[src/core/pwm_ctrl_regs.vh]
/*
 Register offsets, field positions and reset values of the motor PWM
 control logic. Assumes a 32-bit APB with byte addresses, one register
 per aligned word.
*/
`ifndef PWM_CTRL_REGS_VH
`define PWM_CTRL_REGS_VH

`define CTL_ONE_OFS 8'h00
`define CTL_TWO_OFS 8'h04
`define CNT_HIGH_OFS 8'h08
`define CNT_LOW_OFS 8'h0c
`define MOD_HIGH_OFS 8'h10
`define MOD_LOW_OFS 8'h14
`define DUTY_BASE_OFS 8'h18
`define DUTY_LAST_OFS 8'h44
`define CONFIG_OFS 8'h48
`define DIS_MAP_OFS 8'h4c
`define FAULT_OFS 8'h50
`define MANUAL_OFS 8'h54

`define C1_EN_BIT 0
`define C1_LOAD_PERMIT_BIT 1
`define C1_FLAG_BIT 4
`define C1_IRQEN_BIT 5
`define C1_BANK_Y_DISABLE_BIT 6
`define C1_BANK_X_DISABLE_BIT 7

`define C2_PSC_LSB 0
`define C2_PAIR_ONE_VALUE_SELECT_BIT 2
`define C2_SEL34_BIT 3
`define C2_SEL56_BIT 4
`define C2_RATE_LSB 6

`define CFG_CENTER_BIT 0
`define CFG_COMPL_BIT 1
`define MAP_Y_LSB 8
`define FLT_LVL_LSB 2
`define MAN_SEL_BIT 7

`define CTL_TWO_RST 8'h00
`define CONFIG_RST 8'h03
`define DUTY_RST 16'h0000

`endif

[src/core/pwm_pair.v]
/*
 One output pair of the generator: two duty comparators with optional
 complementary operation. Assumes counter and modulus from the caller.
*/
`timescale 1ns/1ps
module pwm_pair (
   // Timebase
   input wire [11:0] count,
   input wire [11:0] modulus,
   // Duty values and mode
   input wire [15:0] duty_top,
   input wire [15:0] duty_bottom,
   input wire use_bottom,
   input wire complementary,
   // Levels before masking
   output wire level_top,
   output wire level_bottom
);
   wire [15:0] shared;
   wire on_top;
   wire on_bot;

   // Pairs share one value in complementary mode
   assign shared = use_bottom ? duty_bottom : duty_top;

   function cmp;
      input [15:0] duty;
      input [11:0] cnt;
      input [11:0] md;
      begin
         if ($signed(duty) <= $signed(16'h0000))
            cmp = 1'b0;
         else if ($signed(duty) >= $signed({4'h0, md}))
            cmp = 1'b1;
         else
            cmp = {4'h0, cnt} < duty;
      end
   endfunction

   assign on_top = cmp(complementary ? shared : duty_top, count, modulus);
   assign on_bot = cmp(duty_bottom, count, modulus);
   assign level_top = on_top;
   // No dead-time here; in complementary mode the bottom switch is the plain complement
   assign level_bottom = complementary ? ~on_top : on_bot;
endmodule

[src/core/motor_pwm_control_logic.v]
/*
 Control logic of a six-channel motor PWM generator with APB register
 access. Assumes break_mode and break_clear_enable come from logic on
 pclk; fault pins are asynchronous and synchronised here.
*/
// Added by the designer: the register offsets and the APB interface to the registers.
`timescale 1ns/1ps
`include "pwm_ctrl_regs.vh"

module motor_pwm_control_logic (
   // Clock and reset
   input wire pclk,
   input wire presetn,
   // APB slave
   input wire psel,
   input wire penable,
   input wire pwrite,
   input wire [31:0] paddr,
   input wire [31:0] pwdata,
   output reg [31:0] prdata,
   output reg pready,
   output reg pslverr,
   // Debug control
   input wire break_mode,
   input wire break_clear_enable,
   // Fault pins, active high
   input wire [1:0] fault_pin,
   // Power stage pins
   output reg [5:0] pwm_out,
   output reg [5:0] pwm_oe,
   // Reload interrupt
   output reg reload_irq
);
   reg generator_enable_q, load_permit_q, reload_flag_q;
   reg reload_irq_enable_q, bank_x_disable_q, bank_y_disable_q;
   reg [7:0] ctl_two_q;
   reg [11:0] mod_buf_q, mod_act_q;
   reg [15:0] duty_buf_q [0:5];
   reg [15:0] duty_act_q [0:5];
   reg [1:0] psc_act_q, rate_act_q;
   reg [2:0] sel_act_q;
   reg center_q, compl_q;
   reg [5:0] map_x_q, map_y_q;
   reg [5:0] man_out_q;
   reg manual_output_select_q;
   reg [11:0] cnt_q;
   reg down_q;
   reg [2:0] div_q, rcnt_q;
   reg en_prev_q, armed_q;
   reg [7:0] low_latch_q;
   reg latched_q;
   reg [1:0] flt_s1_q, flt_s2_q, flt_s3_q;
   reg [1:0] fault_event_flag_q, flt_hold_q;
   reg dis_x_act_q, dis_y_act_q;
   reg [31:0] rd_d;
   reg err_d;
   reg reload_flag_d;
   integer i, j, k;

   wire acc = psel & penable & pready;
   wire wr = acc & pwrite;
   wire rd = acc & ~pwrite;
   wire [7:0] ofs = paddr[7:0];
   wire [7:0] doff = ofs - `DUTY_BASE_OFS;
   wire [2:0] didx = doff[5:3];
   wire duty_hit = (ofs >= `DUTY_BASE_OFS) && (ofs <= `DUTY_LAST_OFS)
      && (ofs[1:0] == 2'b00) && (paddr[31:8] == 24'h000000);
   wire clr_ok = ~break_mode | break_clear_enable;

   // Generator runs only while enabled and not in break
   wire run = generator_enable_q & ~break_mode;
   wire [2:0] pmask = {psc_act_q == 2'd3, psc_act_q[1], |psc_act_q};
   wire tick = run && ((div_q & pmask) == pmask);
   wire [2:0] rlim = {rate_act_q == 2'd3, rate_act_q[1], |rate_act_q};
   wire mod_zero = (mod_act_q == 12'h000);
   wire [11:0] cnt_inc = cnt_q + 12'h001;
   wire [11:0] cnt_dec = cnt_q - 12'h001;
   wire at_end = mod_zero ? (cnt_q == 12'h000) :
      center_q ? (down_q && cnt_q == 12'h001) :
      (cnt_inc >= mod_act_q);
   wire boundary = tick & at_end;
   wire first = generator_enable_q & ~en_prev_q & ~break_mode;
   wire reload = first | (boundary & (rcnt_q == rlim));

   wire [1:0] flt_lvl = flt_s2_q & flt_s3_q;
   wire [5:0] gen_lvl;
   wire [5:0] mask = ({6{dis_x_act_q}} & map_x_q)
      | ({6{dis_y_act_q}} & map_y_q)
      | ({6{flt_hold_q[0] | flt_lvl[0]}} & map_x_q)
      | ({6{flt_hold_q[1] | flt_lvl[1]}} & map_y_q);

   genvar g;
   generate
      for (g = 0; g < 3; g = g + 1) begin : pair
         pwm_pair u_pair (
            .count(cnt_q),
            .modulus(mod_act_q),
            .duty_top(duty_act_q[2*g]),
            .duty_bottom(duty_act_q[2*g+1]),
            .use_bottom(sel_act_q[g]),
            .complementary(compl_q),
            .level_top(gen_lvl[2*g]),
            .level_bottom(gen_lvl[2*g+1])
         );
      end
   endgenerate

   // Read mux and unmapped detection, captured in setup phase
   always @* begin
      rd_d = 32'h00000000;
      err_d = 1'b0;
      if (duty_hit) begin
         if (doff[2])
            rd_d[7:0] = duty_buf_q[didx][7:0];
         else
            rd_d[7:0] = duty_buf_q[didx][15:8];
      end else if (paddr[31:8] != 24'h000000) begin
         err_d = 1'b1;
      end else begin
         case (ofs)
            `CTL_ONE_OFS: begin
               rd_d[`C1_EN_BIT] = generator_enable_q;
               rd_d[`C1_LOAD_PERMIT_BIT] = load_permit_q;
               rd_d[`C1_FLAG_BIT] = reload_flag_q;
               rd_d[`C1_IRQEN_BIT] = reload_irq_enable_q;
               rd_d[`C1_BANK_Y_DISABLE_BIT] = bank_y_disable_q;
               rd_d[`C1_BANK_X_DISABLE_BIT] = bank_x_disable_q;
            end
            `CTL_TWO_OFS: rd_d[7:0] = ctl_two_q;
            `CNT_HIGH_OFS: rd_d[3:0] = cnt_q[11:8];
            `CNT_LOW_OFS: rd_d[7:0] = latched_q ? low_latch_q : cnt_q[7:0];
            `MOD_HIGH_OFS: rd_d[3:0] = mod_buf_q[11:8];
            `MOD_LOW_OFS: rd_d[7:0] = mod_buf_q[7:0];
            `CONFIG_OFS: begin
               rd_d[`CFG_CENTER_BIT] = center_q;
               rd_d[`CFG_COMPL_BIT] = compl_q;
            end
            `DIS_MAP_OFS: begin
               rd_d[5:0] = map_x_q;
               rd_d[`MAP_Y_LSB+5:`MAP_Y_LSB] = map_y_q;
            end
            `FAULT_OFS: begin
               rd_d[1:0] = fault_event_flag_q;
               rd_d[`FLT_LVL_LSB+1:`FLT_LVL_LSB] = flt_lvl;
            end
            `MANUAL_OFS: begin
               rd_d[5:0] = man_out_q;
               rd_d[`MAN_SEL_BIT] = manual_output_select_q;
            end
            default: err_d = 1'b1;
         endcase
      end
   end

   // Flag: hardware set wins over the clear sequence
   always @* begin
      reload_flag_d = reload_flag_q;
      if (wr && ofs == `CTL_ONE_OFS && !pwdata[`C1_FLAG_BIT] && armed_q
            && clr_ok)
         reload_flag_d = 1'b0;
      if (reload)
         reload_flag_d = 1'b1;
   end

   // APB handshake, no wait states
   always @(posedge pclk or negedge presetn) begin
      if (!presetn) begin
         pready <= 1'b0;
         pslverr <= 1'b0;
         prdata <= 32'h00000000;
      end else begin
         pready <= psel & ~penable & ~pready;
         // Error stands only in the access cycle
         pslverr <= psel & ~penable & err_d;
         if (psel & ~penable) begin
            prdata <= pwrite ? 32'h00000000 : rd_d;
         end
      end
   end

   // Modulus has no reset by design
   always @(posedge pclk) begin
      if (wr && ofs == `MOD_HIGH_OFS)
         mod_buf_q[11:8] <= pwdata[3:0];
      if (wr && ofs == `MOD_LOW_OFS)
         mod_buf_q[7:0] <= pwdata[7:0];
      if (reload && load_permit_q)
         mod_act_q <= mod_buf_q;
   end

   // Control registers and buffers
   always @(posedge pclk or negedge presetn) begin
      if (!presetn) begin
         generator_enable_q <= 1'b0;
         load_permit_q <= 1'b0;
         reload_flag_q <= 1'b0;
         reload_irq_enable_q <= 1'b0;
         bank_x_disable_q <= 1'b0;
         bank_y_disable_q <= 1'b0;
         ctl_two_q <= `CTL_TWO_RST;
         center_q <= (`CONFIG_RST & (8'h01 << `CFG_CENTER_BIT)) != 8'h00;
         compl_q <= (`CONFIG_RST & (8'h01 << `CFG_COMPL_BIT)) != 8'h00;
         map_x_q <= 6'h00;
         map_y_q <= 6'h00;
         man_out_q <= 6'h00;
         manual_output_select_q <= 1'b0;
         armed_q <= 1'b0;
         low_latch_q <= 8'h00;
         latched_q <= 1'b0;
         reload_irq <= 1'b0;
         for (i = 0; i < 6; i = i + 1)
            duty_buf_q[i] <= `DUTY_RST;
      end else begin
         reload_flag_q <= reload_flag_d;
         reload_irq <= reload_flag_d & reload_irq_enable_q;
         if (reload)
            armed_q <= 1'b0;
         else if (rd && ofs == `CTL_ONE_OFS && reload_flag_q)
            armed_q <= 1'b1;
         else if (wr && ofs == `CTL_ONE_OFS)
            armed_q <= 1'b0;
         // Latch where the high byte is captured, so both halves match
         if (psel && !penable && !pwrite && ofs == `CNT_HIGH_OFS) begin
            low_latch_q <= cnt_q[7:0];
            latched_q <= 1'b1;
         end else if (rd && ofs == `CNT_LOW_OFS) begin
            latched_q <= 1'b0;
         end
         if (wr && ofs == `CTL_ONE_OFS) begin
            generator_enable_q <= pwdata[`C1_EN_BIT];
            reload_irq_enable_q <= pwdata[`C1_IRQEN_BIT];
            bank_x_disable_q <= pwdata[`C1_BANK_X_DISABLE_BIT];
            bank_y_disable_q <= pwdata[`C1_BANK_Y_DISABLE_BIT];
         end
         // Transfer uses the old permit; a same-cycle write 0 comes too late to stop it
         if (wr && ofs == `CTL_ONE_OFS)
            load_permit_q <= pwdata[`C1_LOAD_PERMIT_BIT];
         else if (reload && load_permit_q)
            load_permit_q <= 1'b0;
         if (wr && ofs == `CTL_TWO_OFS)
            ctl_two_q <= pwdata[7:0];
         if (wr && ofs == `CONFIG_OFS) begin
            center_q <= pwdata[`CFG_CENTER_BIT];
            compl_q <= pwdata[`CFG_COMPL_BIT];
         end
         if (wr && ofs == `DIS_MAP_OFS) begin
            map_x_q <= pwdata[5:0];
            map_y_q <= pwdata[`MAP_Y_LSB+5:`MAP_Y_LSB];
         end
         if (wr && ofs == `MANUAL_OFS) begin
            man_out_q <= pwdata[5:0];
            manual_output_select_q <= pwdata[`MAN_SEL_BIT];
         end
         if (wr && duty_hit) begin
            if (doff[2])
               duty_buf_q[didx][7:0] <= pwdata[7:0];
            else
               duty_buf_q[didx][15:8] <= pwdata[7:0];
         end
      end
   end

   // Counter, prescaler, reload scheduling and active values
   always @(posedge pclk or negedge presetn) begin
      if (!presetn) begin
         cnt_q <= 12'h000;
         down_q <= 1'b0;
         div_q <= 3'b000;
         rcnt_q <= 3'b000;
         en_prev_q <= 1'b0;
         psc_act_q <= 2'b00;
         rate_act_q <= 2'b00;
         sel_act_q <= 3'b000;
         for (j = 0; j < 6; j = j + 1)
            duty_act_q[j] <= `DUTY_RST;
      end else begin
         if (!break_mode)
            en_prev_q <= generator_enable_q;
         if (!generator_enable_q) begin
            // Stopped counter restarts cleanly on the next enable
            cnt_q <= 12'h000;
            down_q <= 1'b0;
            div_q <= 3'b000;
            rcnt_q <= 3'b000;
         end else if (run) begin
            div_q <= tick ? 3'b000 : div_q + 3'b001;
            if (first) begin
               cnt_q <= 12'h000;
               down_q <= 1'b0;
               rcnt_q <= 3'b000;
            end else if (tick) begin
               if (mod_zero) begin
                  cnt_q <= cnt_dec;
               end else if (center_q) begin
                  cnt_q <= down_q ? cnt_dec : cnt_inc;
                  if (!down_q && cnt_inc >= mod_act_q)
                     down_q <= 1'b1;
                  else if (down_q && cnt_q == 12'h001)
                     down_q <= 1'b0;
               end else begin
                  cnt_q <= at_end ? 12'h000 : cnt_inc;
               end
               if (boundary)
                  rcnt_q <= (rcnt_q == rlim) ? 3'b000 : rcnt_q + 3'b001;
            end
         end
         if (boundary | first)
            sel_act_q <= ctl_two_q[`C2_SEL56_BIT:`C2_PAIR_ONE_VALUE_SELECT_BIT];
         if (reload) begin
            rate_act_q <= ctl_two_q[`C2_RATE_LSB+1:`C2_RATE_LSB];
            if (load_permit_q) begin
               psc_act_q <= ctl_two_q[`C2_PSC_LSB+1:`C2_PSC_LSB];
               for (j = 0; j < 6; j = j + 1)
                  duty_act_q[j] <= duty_buf_q[j];
            end
         end
      end
   end

   // Fault path keeps its clock through break
   always @(posedge pclk or negedge presetn) begin
      if (!presetn) begin
         flt_s1_q <= 2'b00;
         flt_s2_q <= 2'b00;
         flt_s3_q <= 2'b00;
         fault_event_flag_q <= 2'b00;
         flt_hold_q <= 2'b00;
      end else begin
         flt_s1_q <= fault_pin;
         flt_s2_q <= flt_s1_q;
         flt_s3_q <= flt_s2_q;
         for (k = 0; k < 2; k = k + 1) begin
            if (flt_lvl[k] && !flt_hold_q[k])
               fault_event_flag_q[k] <= 1'b1;
            else if (wr && ofs == `FAULT_OFS && pwdata[k] && clr_ok)
               fault_event_flag_q[k] <= 1'b0;
            if (flt_lvl[k])
               flt_hold_q[k] <= 1'b1;
            else if (boundary | ~generator_enable_q)
               flt_hold_q[k] <= 1'b0;
         end
      end
   end

   // Bank disables and pin drivers
   always @(posedge pclk or negedge presetn) begin
      if (!presetn) begin
         dis_x_act_q <= 1'b0;
         dis_y_act_q <= 1'b0;
         pwm_out <= 6'h00;
         pwm_oe <= 6'h00;
      end else begin
         if (bank_x_disable_q)
            dis_x_act_q <= 1'b1;
         else if (boundary | ~generator_enable_q)
            dis_x_act_q <= 1'b0;
         if (bank_y_disable_q)
            dis_y_act_q <= 1'b1;
         else if (boundary | ~generator_enable_q)
            dis_y_act_q <= 1'b0;
         if (break_mode) begin
            pwm_out <= pwm_out & ~mask;
         end else begin
            pwm_oe <= {6{generator_enable_q | manual_output_select_q}};
            if (manual_output_select_q)
               pwm_out <= man_out_q & ~mask;
            else if (generator_enable_q)
               pwm_out <= gen_lvl & ~mask;
            else
               pwm_out <= 6'h00;
         end
      end
   end
endmodule

[config.mk]
export PLATFORM = sky130hd
export DESIGN_NAME = motor_pwm_control_logic
export DESIGN_NICKNAME = d
export VERILOG_FILES = /design/src/core/pwm_pair.v /design/src/core/motor_pwm_control_logic.v
export VERILOG_INCLUDE_DIRS = /design/src /design/src/core
export SDC_FILE = /design/constraint.sdc
export NUM_CORES = 1
export LEC_CHECK = 0
export BUFFER_PORTS_ARGS = -buffer_cell sky130_fd_sc_hd__buf_2
export CORE_UTILIZATION = 30
export DETAILED_ROUTE_END_ITERATION = 16
export GPL_ROUTABILITY_DRIVEN = 1
export GPL_TIMING_DRIVEN = 0
export RECOVER_POWER = 25
export SLEW_MARGIN = 20
export SYNTH_ARGS = -nofsm -noshare
export SYNTH_HDL_FRONTEND = slang
export SYNTH_SLANG_ARGS = --single-unit
[constraint.sdc]
create_clock -name pclk -period 3.9 [get_ports pclk]
set_input_delay 0.78 -clock pclk [delete_from_list [all_inputs] [get_ports pclk]]
set_output_delay 0.78 -clock pclk [all_outputs]
set_load 0.005 [all_outputs]
==> impl_metrics.csv <==
group,metric,value,unit
routing,viasPerCell,5.42,
cts,htreeDepth,2,
sta,finalSetupTns,0,ns
status,violations,"capacitance limit, slew limit",
logic_synthesis,synth-edff-count,24,
sta,skew,0.0359,ns
routing,routed_wl,63.9,mm
critical_path,end_kind,"register",
sta,fin_crit,3.86,ns
cts,cts-root-buf,"clkbuf_16",
pwr,pwr-share-seq,0.474,
logic_synthesis,yosysSeqAreaShare,0.441,
logic_synthesis,synth-main-ff-cell,"dfrtp_1",
global_route,grt.met1_usage,0.265,
routing,vias,14700,
logic_synthesis,yosys.area.top_type_share,0.399,
cts,cts-buffers-inserted,35,
pwr,power.switching,1.66,mW
sta,tightest_slew,2.43,ns
finish,fillers,6055,
finish,area_delta_synth_final,20.0,%
pwr,comb_power_share,0.046,
routing,wl_per_cell,23.5,um
sta,post-route-period-util,0.990,
sta,rsz0062_at_grt,"true",
min_path,hp-class,"primary input to register",
cts,clkSinkCount,324,
critical_path,worst_ep_required_time,4.32,ns
finish,final_common_cell,"dfrtp_1",
pwr,switching_share,0.230,
finish,layout_common_cells,"dfrtp_1, mux2_2, ha_1, inv_1, nand2_1",
global_route,use_met3,0.0298,
routing,drc,0,
logic_synthesis,synth_cell_type_count,75,
status,status,"finished, violations left",
cts,cts_tree,"yes",
pwr,finalPower,7.19,mW
global_route,globalRouteTotalUtil,0.199,
global_route,grt_overflow_total,0,
cts,insertion_delay,0.55,ns
place,dp.cells,2615,
logic_synthesis,synthCells,1676,
floorplanning,die_y,252,um
pwr,peakVddDrop,322,uV
global_route,grt_pass1_wl,94.3,mm
pwr,power.density,321,nW/um^2
logic_synthesis,yosys_warnings,0,
global_route,grt_pass1_vias,14800,
floorplanning,start_util,0.303,
cts,cts_hold_buffers,0,
logic_synthesis,synth.area.top_cells,"dfrtp_1, mux2_2, ha_1",
place,dp_hpwl,47.9,mm
sta,finalMaxSlewViolations,42,
sta,whs,0.335,ns
sta,fmax,259,MHz
pwr,clkPwrFrac,0.480,
logic_synthesis,ys_seq_elements,324,
critical_path,start_kind,"register",
logic_synthesis,syn_avg_cell_area,11.1,sq um
pwr,intPower,5.54,mW
sta,hold_viol,0,
critical_path,path_max_fanout,6,
logic_synthesis,synth.cell_area,18700,sq um
floorplanning,core_area,61600,sq um
sta,setup_viol,0,
flow_run,cap_violations,1,
routing,final_antenna_net_count,0,
routing,drtIter0Drc,1106,
critical_path,path_class,"register to register",
logic_synthesis,synthArstFlopShare,0.926,
floorplanning,row_count,91,
finish,fin_cells,2716,
global_route,grt_max_degree,103,
floorplanning,die_x,252,um
global_route,met2_usage,0.314,
routing,drtPass1Iterations,5,
floorplanning,num_io_pins,120,
finish,fin_nets,2082,
finish,final_core_util,0.364,
finish,drive_gt1_frac,0.277,
pwr,leakage,11.2,nW
cts,path_clk_slew,0.06,ns
cts,cts_buffer_depth,3,
global_route,grt_antenna_before_repair,1,
logic_synthesis,yosysTopAreaCell,"dfrtp_1",
global_route,grt.busiest_layer,"met2",
sta,slew_headroom,-0.617,
floorplanning,dieArea,63300,sq um
critical_path,critPathArrivalTime,4.28,ns
place,place.gp.congestion,0.950,
place,port_buffers,81,
==> layout make-up <==
type | instances | area, sq um | share of cell area
multi-input cells | 1186 | 10000 | 0.448
flip-flops and latches | 324 | 8250 | 0.368
well taps | 837 | 1050 | 0.0467
clock buffers | 51 | 1030 | 0.0458
repair buffers | 127 | 958 | 0.0428
plain buffers | 79 | 548 | 0.0245
inverters | 98 | 372 | 0.0166
clock inverters | 12 | 161 | 0.00720
repair inverters | 1 | 7.51 | 0.000335
diodes | 1 | 2.50 | 0.000112
==> flip-flops by register name, indices dropped and copies added (netlist names), 3 cells and up <==
name	flops
sel_act_q	3
duty_act_q	96
cnt_q	12
man_out_q	6
div_q	3
mod_act_q	12
map_y_q	6
rcnt_q	3
pwm_out	6
duty_buf_q	96
prdata	14
ctl_two_q	8
mod_buf_q	12
low_latch_q	8
map_x_q	6
==> worst max-delay path, cell delays in order, from the launching register on <==
cell and delay (ns):
dfrtp_2 0.43, buf_6 0.12, nand3_4 0.07, nor2_4 0.10
and4_4 0.26, nand3_4 0.08, xnor2_2 0.17, ha_1 0.35
nand4_1 0.11, nor2_1 0.06, a221o_1 0.32, or3_4 0.37
a22o_4 0.29, a41oi_4 0.16, buf_12 0.17, buf_12 0.15
clkbuf_16 0.15, mux2_2 0.33
==> stage by stage <==
step,area (sq um),worst slack [ns]
2_1_floorplan,18800,0.00507
3_3_place_gp,20200,-4.18
3_5_place_dp,20300,-1.15
4_1_cts,21900,0.00159
5_1_grt,22400,-0.0868
6_report,22400,0.0380
==> cells in the mapped netlist, types with 6 or more instances <==
cell / number
o31ai_1: 13
a22o_1: 11
a21oi_1: 73
a31oi_1: 9
mux2_2: 241
nand2_1: 92
buf_4: 23
nor3_1: 30
buf_2: 12
and3_1: 7
o21a_1: 8
clkbuf_1: 43
ha_1: 157
a22oi_1: 14
nand2b_1: 11
o41ai_1: 6
a21o_1: 11
o21ai_0: 70
o211ai_1: 18
mux2i_1: 66
nor4_1: 28
nor3b_1: 6
edfxtp_1: 24
nand4_1: 24
xnor2_1: 6
a221oi_1: 9
nand3_1: 28
mux2_4: 9
xor2_1: 7
nor2b_1: 13
o22ai_1: 28
a211oi_1: 13
dfrtp_1: 298
nor2_1: 66
inv_1: 98
or3_1: 9
==> routing by layer <==
metal | wire length [um] | vias up
met2 | 29000 | 581
met5 | 0 | -
met4 | 3270 | 0
met3 | 3850 | 156
li1 | - | 6587
met1 | 27800 | 7400
==> repair_timing <==
action | in CTS | in global routing
setup endpoints to repair | 144 | 130
pin swaps | 10 | 7
gates resized for setup | 49 | 78
cloned | 2 | 5
setup buffers | 27 | 9
==> path summary, 6_finish.rpt <==
check	from	to	slack, ns	cells past startpoint
max	cnt_q[0]	duty_act_q[28]	0.04	17
min	fault_pin[1]	flt_s1_q[1]	0.34	1
max reg2reg	cnt_q[0]	duty_act_q[28]	0.04	17
min reg2reg	flt_s1_q[0]	flt_s2_q[0]	0.35	0
max in group asynchronous	presetn	cnt_q[6]	0.65	4
min in group asynchronous	presetn	duty_act_q[4]	1.01	1
==> cells by family (layout without fill, tap and decap cells) <==
kind of cell,Yosys count,in the layout,synth area share
buffers and inverters,183,368,0.0430
DFF,324,324,0.441
xor gates and xnor gates,13,13,0.00609
muxes,318,318,0.190
other,1,19,0.000201
and+or+nand+nor,342,342,0.0929
AOI/OAI and AO/OA,338,338,0.122
adders and majority gates,157,157,0.105
==> power by group through the flow <==
stage | clock (mW) | combinational, mW | sequential, mW
after floorplan | 0 | 0.130 | 3.47
after global placement | 0 | 0.315 | 3.48
after detailed placement | 0 | 0.331 | 3.47
after CTS | 3.50 | 0.332 | 3.41
after global routing | 3.63 | 0.354 | 3.41
final | 3.45 | 0.330 | 3.41
Power figures use the tool's default switching activity.
